--- config.mk ---
export PLATFORM = sky130hd
export DESIGN_NAME = hlu_sequencer
export DESIGN_NICKNAME = d
export VERILOG_FILES = /design/src/rtl/hlu_pkg.sv /design/src/rtl/hlu_sequencer.sv
export SDC_FILE = /design/constraint.sdc
export NUM_CORES = 1
export LEC_CHECK = 0
export ABC_AREA = 1
export BUFFER_PORTS_ARGS = -buffer_cell sky130_fd_sc_hd__buf_2
export CAP_MARGIN = 25
export CORE_AREA = 2 2 123 125
export DETAILED_ROUTE_END_ITERATION = 8
export DIE_AREA = 0 0 125 127
export PLACE_DENSITY = 0.66
export SETUP_SLACK_MARGIN = 0.15
export SLEW_MARGIN = 15
export SYNTH_ARGS = -nofsm -noshare
export SYNTH_HDL_FRONTEND = slang
export SYNTH_SLANG_ARGS = --single-unit
--- constraint.sdc ---
create_clock -name core_clk -period 1.8 [get_ports core_clk]
set_clock_uncertainty 0.1 [all_clocks]
set_input_delay 0.36 -clock core_clk [delete_from_list [all_inputs] [get_ports core_clk]]
set_output_delay 0.36 -clock core_clk [all_outputs]
set_load 0.02 [all_outputs]
--- src/rtl/hlu_pkg.sv ---
// Constants for the head load/unload sequencer.
// Assumes one 40 MHz clock and an APB master with 32-bit data.
package hlu_pkg;

  // ***************************
  // Clock and timing
  // ***************************
  localparam int unsigned CLK_PERIOD_NS   = 25;
  localparam int unsigned LONG_TMO_NS     = 1667000000;
  localparam int unsigned AMP_DELAY_NS    = 60000000;
  localparam int unsigned SETTLE_NS       = 1300000;
  localparam int unsigned LONG_TMO_CYC    = LONG_TMO_NS / CLK_PERIOD_NS;
  localparam int unsigned AMP_DELAY_CYC   = AMP_DELAY_NS / CLK_PERIOD_NS;
  localparam int unsigned SETTLE_CYC      = (SETTLE_NS + CLK_PERIOD_NS - 1) / CLK_PERIOD_NS;
  localparam int unsigned CNT_W           = 27;

  // ***************************
  // Register map
  // ***************************
  localparam logic [7:0] CTRL_OFS   = 8'h00;
  localparam logic [7:0] STATUS_OFS = 8'h04;
  localparam logic [7:0] CLEAR_OFS  = 8'h08;
  localparam logic [7:0] FAULT_OFS  = 8'h0c;

  // Field positions
  localparam int unsigned CTRL_RUN_BIT   = 0;
  localparam int unsigned ST_BUSY_BIT    = 0;
  localparam int unsigned ST_READY_BIT   = 1;
  localparam int unsigned ST_FIRST_BIT   = 3;
  localparam int unsigned ST_ATTN_BIT    = 7;
  localparam int unsigned CLR_ATTN_BIT   = 0;
  localparam int unsigned CLR_FIRST_BIT  = 1;
  localparam int unsigned CLR_FAULT_BIT  = 8;

  // Reset values
  localparam logic CTRL_RUN_RST = 1'b0;

  typedef enum logic [2:0] {
    HLU_RETRACTED,
    HLU_HOMING,
    HLU_FINE,
    HLU_SETTLING,
    HLU_READY,
    HLU_UNLOADING
  } hlu_state_e;

endpackage

--- src/rtl/hlu_sequencer.sv ---
// Head load/unload sequencer with status and attention flags.
// Assumes synchronous inputs from servo, spindle and tag bus, APB from software.
//
// Local design decisions: the address map and register access over APB.
`timescale 1ns/100ps
module hlu_sequencer #(
  parameter int unsigned LONG_TMO_CYC  = hlu_pkg::LONG_TMO_CYC,
  parameter int unsigned AMP_DELAY_CYC = hlu_pkg::AMP_DELAY_CYC,
  parameter int unsigned SETTLE_CYC    = hlu_pkg::SETTLE_CYC
) (
  // Clock and reset
  input  wire logic        core_clk,
  input  wire logic        rstn,
  // APB slave
  input  wire logic        psel,
  input  wire logic        penable,
  input  wire logic        pwrite,
  input  wire logic [7:0]  paddr,
  input  wire logic [31:0] pwdata,
  output logic             pready,
  output logic [31:0]      prdata,
  output logic             pslverr,
  // Drive interlocks and spindle
  input  wire logic        pack_present_n,
  input  wire logic        door_locked_n,
  input  wire logic        spindle_at_speed_n,
  input  wire logic        interlock_trip,
  input  wire logic        unsafe_write_trip,
  input  wire logic        carriage_back,
  // Servo indications
  input  wire logic        servo_gain_valid,
  input  wire logic        track_center_found,
  input  wire logic        address_match,
  input  wire logic        seek_inhibit,
  input  wire logic        servo_ref,
  input  wire logic        target_lsb,
  // Tag bus from controller
  input  wire logic        clear_status_cmd,
  input  wire logic [1:0]  ctl_bus_low,
  input  wire logic        position_cmd,
  // Servo and actuator controls
  output logic             retract_request,
  output logic             seek_home,
  output logic             servo_loop_enable,
  output logic             motor_amp_enable,
  output logic             latch_solenoid,
  output logic             fwd_slew,
  output logic             rev_slew,
  output logic             fine_position,
  output logic             servo_settled_n,
  output logic             phase_invert,
  output logic             peak_gate,
  output logic             hold_cyl0,
  // Status to lamp and controller
  output logic             drive_ready_flag,
  output logic             access_ready_n,
  output logic             ops_enable,
  output logic [7:0]       status_bits
);

  // ***************************
  // State and flags
  // ***************************
  hlu_pkg::hlu_state_e state;
  logic                run_sel;
  logic                gain_loss_fault;
  logic                carriage_home_fault;
  logic                interlock_fault;
  logic                unsafe_write_fault;
  logic                timeout_fault;
  logic                first_status;
  logic                attention;
  logic                gain_prev;
  logic                ready_prev;
  logic                load_phase;
  logic                tmo_run;
  logic [hlu_pkg::CNT_W-1:0] tmo_cnt;
  logic [hlu_pkg::CNT_W-1:0] amp_cnt;
  logic [hlu_pkg::CNT_W-1:0] settle_cnt;

  logic any_fault;
  logic retract_cond;
  logic load_start;
  logic gain_rise;
  logic fine_cond;
  logic cyl_lsb;
  logic settle_done;
  logic bus_wr;
  logic clr_attn;
  logic clr_first;
  logic clr_fault;
  logic ready_rise;
  logic ready_fall;

  function automatic logic is_mapped(input logic [7:0] a);
    is_mapped = (a == hlu_pkg::CTRL_OFS) || (a == hlu_pkg::STATUS_OFS) ||
                (a == hlu_pkg::CLEAR_OFS) || (a == hlu_pkg::FAULT_OFS);
  endfunction

  assign any_fault    = gain_loss_fault | carriage_home_fault | interlock_fault |
                        unsafe_write_fault | timeout_fault;
  assign retract_cond = ~run_sel | any_fault | spindle_at_speed_n;
  assign load_start   = retract_request & ~retract_cond & ~pack_present_n &
                        ~door_locked_n & (state == hlu_pkg::HLU_RETRACTED);
  assign gain_rise    = servo_gain_valid & ~gain_prev;
  assign fine_cond    = ~seek_home & ~retract_request & (address_match | seek_inhibit);
  assign cyl_lsb      = load_phase ? 1'b0 : target_lsb;
  assign settle_done  = (settle_cnt == hlu_pkg::CNT_W'(SETTLE_CYC - 1));
  assign bus_wr       = psel & penable & pready & pwrite;
  assign clr_attn     = (clear_status_cmd & ctl_bus_low[0]) |
                        (bus_wr & (paddr == hlu_pkg::CLEAR_OFS) & pwdata[hlu_pkg::CLR_ATTN_BIT]);
  assign clr_first    = (clear_status_cmd & ctl_bus_low[1]) |
                        (bus_wr & (paddr == hlu_pkg::CLEAR_OFS) & pwdata[hlu_pkg::CLR_FIRST_BIT]);
  assign clr_fault    = bus_wr & (paddr == hlu_pkg::CLEAR_OFS) & pwdata[hlu_pkg::CLR_FAULT_BIT];
  assign ready_rise   = drive_ready_flag & ~ready_prev;
  assign ready_fall   = ~drive_ready_flag & ready_prev;

  // ***************************
  // APB slave
  // ***************************
  // Zero wait states: data is prepared in setup so the access phase ends at once
  always_ff @(posedge core_clk) begin
    if (!rstn) begin
      pready  <= 1'b0;
      pslverr <= 1'b0;
      prdata  <= 32'h0000_0000;
    end else begin
      pready  <= psel & ~penable;
      pslverr <= psel & ~penable & ~is_mapped(paddr);
      prdata  <= 32'h0000_0000;
      if (psel && !penable && !pwrite) begin
        case (paddr)
          hlu_pkg::CTRL_OFS:   prdata <= {31'h0000_0000, run_sel};
          hlu_pkg::STATUS_OFS: prdata <= {24'h00_0000, status_bits};
          hlu_pkg::FAULT_OFS:  prdata <= {27'h000_0000, timeout_fault, unsafe_write_fault,
                                          interlock_fault, carriage_home_fault, gain_loss_fault};
          default:             prdata <= 32'h0000_0000;
        endcase
      end
    end
  end

  always_ff @(posedge core_clk) begin
    if (!rstn) begin
      run_sel <= hlu_pkg::CTRL_RUN_RST;
    end else if (bus_wr && paddr == hlu_pkg::CTRL_OFS) begin
      run_sel <= pwdata[hlu_pkg::CTRL_RUN_BIT];
    end
  end

  // ***************************
  // Faults
  // ***************************
  // Sticky until software clears; a new trip in the clear cycle wins
  always_ff @(posedge core_clk) begin
    if (!rstn) begin
      gain_loss_fault     <= 1'b0;
      carriage_home_fault <= 1'b0;
      interlock_fault     <= 1'b0;
      unsafe_write_fault  <= 1'b0;
      timeout_fault       <= 1'b0;
    end else begin
      gain_loss_fault     <= (drive_ready_flag & ~servo_gain_valid) | (gain_loss_fault & ~clr_fault);
      carriage_home_fault <= (drive_ready_flag & carriage_back) | (carriage_home_fault & ~clr_fault);
      interlock_fault     <= interlock_trip | (interlock_fault & ~clr_fault);
      unsafe_write_fault  <= unsafe_write_trip | (unsafe_write_fault & ~clr_fault);
      timeout_fault       <= (tmo_run & tmo_cnt == hlu_pkg::CNT_W'(LONG_TMO_CYC - 1)) |
                             (timeout_fault & ~clr_fault);
    end
  end

  // ***************************
  // Long timeout
  // ***************************
  always_ff @(posedge core_clk) begin
    if (!rstn) begin
      tmo_run <= 1'b0;
      tmo_cnt <= '0;
    end else if (load_start || (retract_cond && !retract_request)) begin
      tmo_run <= 1'b1;
      tmo_cnt <= '0;
    end else if (ready_rise || (retract_request && carriage_back) || timeout_fault) begin
      tmo_run <= 1'b0;
      tmo_cnt <= '0;
    end else if (tmo_run) begin
      tmo_cnt <= tmo_cnt + 1'b1;
    end
  end

  // ***************************
  // Load/unload sequence
  // ***************************
  always_ff @(posedge core_clk) begin
    if (!rstn) begin
      state             <= hlu_pkg::HLU_RETRACTED;
      retract_request   <= 1'b1;
      seek_home         <= 1'b0;
      servo_loop_enable <= 1'b0;
      drive_ready_flag  <= 1'b0;
      servo_settled_n   <= 1'b1;
      load_phase        <= 1'b0;
      settle_cnt        <= '0;
    end else begin
      retract_request <= retract_cond;
      if (retract_cond) begin
        seek_home        <= 1'b0;
        drive_ready_flag <= 1'b0;
        servo_settled_n  <= 1'b1;
        settle_cnt       <= '0;
        if (state != hlu_pkg::HLU_RETRACTED) begin
          state <= hlu_pkg::HLU_UNLOADING;
        end
        if (carriage_back) begin
          servo_loop_enable <= 1'b0;
          state             <= hlu_pkg::HLU_RETRACTED;
        end
      end else begin
        case (state)
          hlu_pkg::HLU_RETRACTED: begin
            if (load_start) begin
              seek_home         <= 1'b1;
              servo_loop_enable <= 1'b1;
              load_phase        <= 1'b1;
              state             <= hlu_pkg::HLU_HOMING;
            end
          end
          hlu_pkg::HLU_HOMING: begin
            if (gain_rise) begin
              seek_home <= 1'b0;
              state     <= hlu_pkg::HLU_FINE;
            end
          end
          hlu_pkg::HLU_FINE: begin
            if (track_center_found && fine_position) begin
              servo_settled_n <= 1'b0;
              settle_cnt      <= '0;
              state           <= hlu_pkg::HLU_SETTLING;
            end
          end
          hlu_pkg::HLU_SETTLING: begin
            settle_cnt <= settle_cnt + 1'b1;
            if (settle_done) begin
              drive_ready_flag <= 1'b1;
              state            <= hlu_pkg::HLU_READY;
            end
          end
          hlu_pkg::HLU_READY: begin
            if (position_cmd) begin
              load_phase <= 1'b0;
            end
          end
          hlu_pkg::HLU_UNLOADING: begin
            state <= hlu_pkg::HLU_RETRACTED;
          end
          default: state <= hlu_pkg::HLU_RETRACTED;
        endcase
      end
    end
  end

  // ***************************
  // Motor amplifier delay
  // ***************************
  // Relay contacts need time to close before current flows
  always_ff @(posedge core_clk) begin
    if (!rstn) begin
      amp_cnt          <= '0;
      motor_amp_enable <= 1'b0;
    end else if (!servo_loop_enable) begin
      amp_cnt          <= '0;
      motor_amp_enable <= 1'b0;
    end else if (amp_cnt == hlu_pkg::CNT_W'(AMP_DELAY_CYC - 1)) begin
      motor_amp_enable <= 1'b1;
    end else begin
      amp_cnt <= amp_cnt + 1'b1;
    end
  end

  // ***************************
  // Servo drive outputs
  // ***************************
  always_ff @(posedge core_clk) begin
    if (!rstn) begin
      fwd_slew       <= 1'b0;
      rev_slew       <= 1'b0;
      fine_position  <= 1'b0;
      latch_solenoid <= 1'b0;
      phase_invert   <= 1'b0;
      peak_gate      <= 1'b0;
      hold_cyl0      <= 1'b0;
      gain_prev      <= 1'b0;
    end else begin
      gain_prev      <= servo_gain_valid;
      fwd_slew       <= seek_home & ~servo_gain_valid & ~gain_rise & ~retract_cond;
      rev_slew       <= retract_cond & servo_loop_enable & ~carriage_back;
      fine_position  <= fine_cond;
      latch_solenoid <= servo_loop_enable & ~retract_cond;
      phase_invert   <= cyl_lsb;
      peak_gate      <= servo_ref ^ cyl_lsb;
      hold_cyl0      <= load_phase & ~servo_settled_n & ~position_cmd & ~retract_cond;
    end
  end

  // ***************************
  // Status and attention
  // ***************************
  // Set wins over a clear arriving in the same cycle
  always_ff @(posedge core_clk) begin
    if (!rstn) begin
      ready_prev     <= 1'b0;
      access_ready_n <= 1'b1;
      ops_enable     <= 1'b0;
      first_status   <= 1'b0;
      attention      <= 1'b0;
      status_bits    <= 8'h01;
    end else begin
      ready_prev     <= drive_ready_flag;
      access_ready_n <= ~drive_ready_flag;
      ops_enable     <= drive_ready_flag;
      first_status   <= ready_rise | (first_status & ~clr_first);
      attention      <= ready_rise | ready_fall | (attention & ~clr_attn);
      status_bits    <= 8'h00;
      status_bits[hlu_pkg::ST_BUSY_BIT]  <= ~drive_ready_flag;
      status_bits[hlu_pkg::ST_READY_BIT] <= drive_ready_flag;
      status_bits[hlu_pkg::ST_FIRST_BIT] <= first_status;
      status_bits[hlu_pkg::ST_ATTN_BIT]  <= attention;
    end
  end
endmodule

== Word-level counts from Yosys, hierarchy flattened ==
Index checks and enable logic that the tools add are counted.
Storage, ports and cells
  output and inout port bits: 57
  register bits after elaboration: 152
Operators by class
  equal/unequal tests: 21
  muxes and demuxes: 22
  reductions and logical operators: 35
  add/sub/neg operators: 3
  bitwise operators: 77
Operator list (number)
  27-bit by 1-bit adder with 27-bit output (second input constant): 3
  27-bit one-hot mux with 2 select lines: 1
  1-bit AND: 39
  27-bit by 16-bit == test with 1-bit output (second input constant): 1
  27-bit by 22-bit == test with 1-bit output (second input constant): 1
  27-bit by 26-bit == test with 1-bit output (second input constant): 1
  27-bit two-way mux: 1
  8-bit one-hot mux with 3 select lines: 1
  3-bit two-way mux: 7
  1-bit inverter: 20
  1-bit bitwise OR: 17
  8-bit by 4-bit == test with 1-bit output (second input constant): 2
  3-bit one-hot mux with 5 select lines: 1
  2-bit inequality test (second input constant): 6
  3-bit inequality test (second input constant): 4
  2-bit nonzero test: 6
  2-bit AND reduction: 5
  1-bit two-way mux: 9
  8-bit by 3-bit == test with 1-bit output (second input constant): 1
  8-bit logical NOT: 1
  3-bit by 2-bit == test with 1-bit output (second input constant): 2
  1-bit logical AND: 6
  1-bit logical OR: 6
  3-bit AND reduction: 2
  other kinds (12): 15

== Longest topological paths before layout ==
  depth in word-level cells: 14
  gate-level depth with buffers: 11
  depth with buffers taken out: 11

== Least setup slack after synthesis ==
No wires, ideal clock.
  kind: register to register
  start: register status_bits[1] (netlist name)
  end: register tmo_cnt[22] in the netlist's numbering
  cell stages (with the launch flop): 9
  required time: 1.632 ns
  arrival: 1.455 ns
  setup slack: 0.177 ns
  path buffers: 2
  period minus slack after synthesis: 1.623 ns
  path through: dfxtp_1 -> inv_1 -> ha_1 -> inv_1 -> nand4_1 -> or2_1 -> buf_6 -> buf_12 -> a21oi_4
RTL lines
  to (signal assigned): RTL line hlu_sequencer.sv:186  | tmo_cnt <= tmo_cnt + 1'b1;
  to (decl): RTL line hlu_sequencer.sv:77  | logic [hlu_pkg::CNT_W-1:0] tmo_cnt;

== Worst setup path after layout ==
  start: register settle_cnt[3] in the netlist's numbering
  end: register settle_cnt[25] in the netlist's numbering
On the way
  longest elaborated chain between the ends: 2
RTL lines
  from (decl): RTL line hlu_sequencer.sv:79  | logic [hlu_pkg::CNT_W-1:0] settle_cnt;
  from (signal assigned): RTL line hlu_sequencer.sv:241  | settle_cnt <= settle_cnt + 1'b1;
  27-bit by 1-bit adder with 27-bit output: RTL line hlu_sequencer.sv:241
  27-bit one-hot mux with 2 select lines: RTL line hlu_sequencer.sv:218  | case (state)
Every way passes these cells.
A chain may end at the register's enable or synchronous reset.

==> flow_summary.toml <==
[synth]
synth_area_per_cell_um2 = 6.77
synth_ff_type = "dfxtp_1"
synth_seq_cells = 120
yosysWarnings = 0
synth_edf_count = 0
synth-async-reset-ratio_pct = 0
synth_cell_type_count = 47
yosysSeqAreaShare_pct = 37.1
syn_inst = 955
synth_area_um2 = 6470

[die]
io_pins = 118
rows = 44
die_w_um = 125
core_um2 = 14400
die-area_um2 = 15900
fp.dieH_um = 127
start_util_pct = 44.9

[pwr]
p_leak_nw = 3.38
pwr_density_cell_nw_per_um2 = 815
finalPower_mw = 6.67
ir_worst_vdd_v = 0.000714

[timing]
layout_min_cycle_time_ns = 1.67
hold_violations = 0
setup_viol = 0
rsz0062_at_grt = "true"
post-route-period-util_pct = 92.7
slew_violations = 0
fin_setup_tns_ns = 0
fmax_mhz = 599

[final_layout]
multi_input_area_um2 = 3650
final_area_um2 = 8180
layout_common_cells = "nand2_1, nor2_1, inv_1, dfxtp_1, nand3_1"
num-nets-final = 1135
area_growth_pct = 26.5
seq_area_um2 = 2440
fill_cells = 1361
fin_cells = 1267
drive_above_1_share_pct = 25.4
n_antenna_cell = 0
layout_commonest_cell = "nand2_1"

[drt]
routed_wirelength_um = 15500
drc = 0
first_pass_iters = 4
drt_iter0_drc = 381
via_count = 6204
ant_nets = 0
vias_per_cell = 4.90
wl_per_cell_um = 12.2

[global_route]
overflow = 0
grt_pass1_wl_um = 25200
grt_pass1_vias = 5619
grt_max_degree = 21
grt_usage_pct = 19.2
antenna_found_initial = 0

[critical_path]
required_ns = 2.05
critPathKind = "flop to flop"
start_kind = "flop"
worstPathArrival_ns = 1.92
crit_path_max_fanout = 4
end_kind = "flop"

[placement]
dp_hpwl_um = 11200
gp_congestion = 0.869
dp.cells = 1221
io_buffer_count = 58
place_area_um2 = 7100

[clock_network]
h-tree-depth = 4
cts_made_buffers = 17
clk_latency_ns = 0.42
clk_pin_slew_worst_paths_ns = 0.05
cts_num_sinks = 120
holdBufCountCts = 0
cts_tree = "built"
clock_path_buffers = 2
clockRootBuffer = "clkbuf_16"

[hold_path]
hold_class = "primary input to flop"

[run]
maxCapViolations = 0

[outcome]
outcome = "finished clean"
## worst max-delay path, cell delays in order (launching register included)
cell	delay [ns]
dfxtp_1	0.40
nand2_1	0.09
nor2_1	0.20
nand2_1	0.16
nor2_2	0.15
nand2_1	0.06
nor2_1	0.17
nand3_1	0.10
nand2_1	0.07
nand2_1	0.04
nor2_1	0.07
## state kept, by name, summed over array words and instances (netlist names), 3 cells and up
signal / cells
tmo_cnt: 27
settle_cnt: 27
amp_cnt: 27
status_bits: 4
state: 3
prdata: 6
## cell families (layout without fill, tap and decap cells)
group	Yosys count	after routing	share of synthesized area [%]
flops	120	120	37.1
other cells	1	30	0.0580
xor+xnor	19	19	2.57
simple gates	538	538	37.4
fa+ha+maj	4	4	0.774
compound gates	102	102	9.65
buf+inv	171	270	12.5
## metrics by stage
step	setup WS, ns	hold slack (ns)	utilization (%)
finish	0.131	0.0445	56.7
global route	0.0100	0.0346	56.7
CTS	0.137	0.0335	54.3
detailed placement	0.0323	0.318	49.2
global placement	0.0346	0.316	49.2
floorplan	0.177	0.308	-
## cell usage after synthesis (2+ instances only)
master / instances / area (um2)
inv_2: 6 / 22.5
nor2_4: 10 / 113
a21oi_4: 6 / 97.6
o211ai_1: 3 / 22.5
nand3_2: 2 / 20.0
nor4_1: 5 / 31.3
xnor2_1: 9 / 78.8
a31oi_1: 4 / 25.0
buf_4: 33 / 248
nor3_1: 32 / 160
o21ai_0: 29 / 145
nor3_2: 2 / 20.0
nand4_1: 27 / 169
nand2_1: 237 / 890
nand3_1: 63 / 315
dfxtp_1: 120 / 2400
inv_1: 119 / 447
nor2_2: 12 / 75.1
ha_1: 4 / 50.1
nor2_1: 133 / 499
xor2_1: 10 / 87.6
clkbuf_1: 4 / 15.0
nand2_2: 5 / 31.3
buf_2: 4 / 20.0
a21oi_1: 46 / 230
o21ai_1: 2 / 10.0
a211oi_1: 3 / 22.5
o21bai_1: 3 / 22.5
clkinv_1: 2 / 7.51
or2_2: 3 / 18.8
## power breakdown
| part | switching, mW | total [mW] | internal, mW |
|---|---|---|---|
| Clock | 1.27 | 3.73 | 2.46 |
| Sequential | 0.0143 | 2.68 | 2.67 |
| Combinational | 0.184 | 0.263 | 0.0786 |
| Total | 1.47 | 6.67 | 5.21 |
## final cells by class
class | instances | area share, %
clock inverters | 15 | 2.77
clock buffers | 17 | 5.20
inverters | 127 | 5.86
multi-input cells | 693 | 44.6
repair buffers | 111 | 8.91
flip-flops and latches | 120 | 29.8
well taps | 184 | 2.81
## what timing repair did
item | 4_1_cts | 5_1_grt
buffers inserted | 2 | 12
pin swaps | 6 | 26
gates resized for setup | 21 | 85
endpoints found under the hold margin | 0 | 0
setup endpoints to repair | 39 | 57
## metal layers
layer / GRT usage, % / routed length (um) / vias up
met5: 0 / 0 / -
met4: 6.21 / 187 / 0
met3: 4.10 / 693 / 17
met2: 31.4 / 7280 / 148
met1: 25.4 / 7290 / 2805
li1: - / - / 3234
## path summary, 6_finish.rpt
path                       from             end  slack [ns]  cells past startpoint
setup / recovery  settle_cnt[3]  settle_cnt[25]        0.13                     10
setup reg to reg  settle_cnt[3]  settle_cnt[25]        0.13                     10
hold / removal     position_cmd       hold_cyl0        0.04                      2
hold reg to reg    first_status  status_bits[3]        0.33                      2
(Power assumes the default switching activity.)
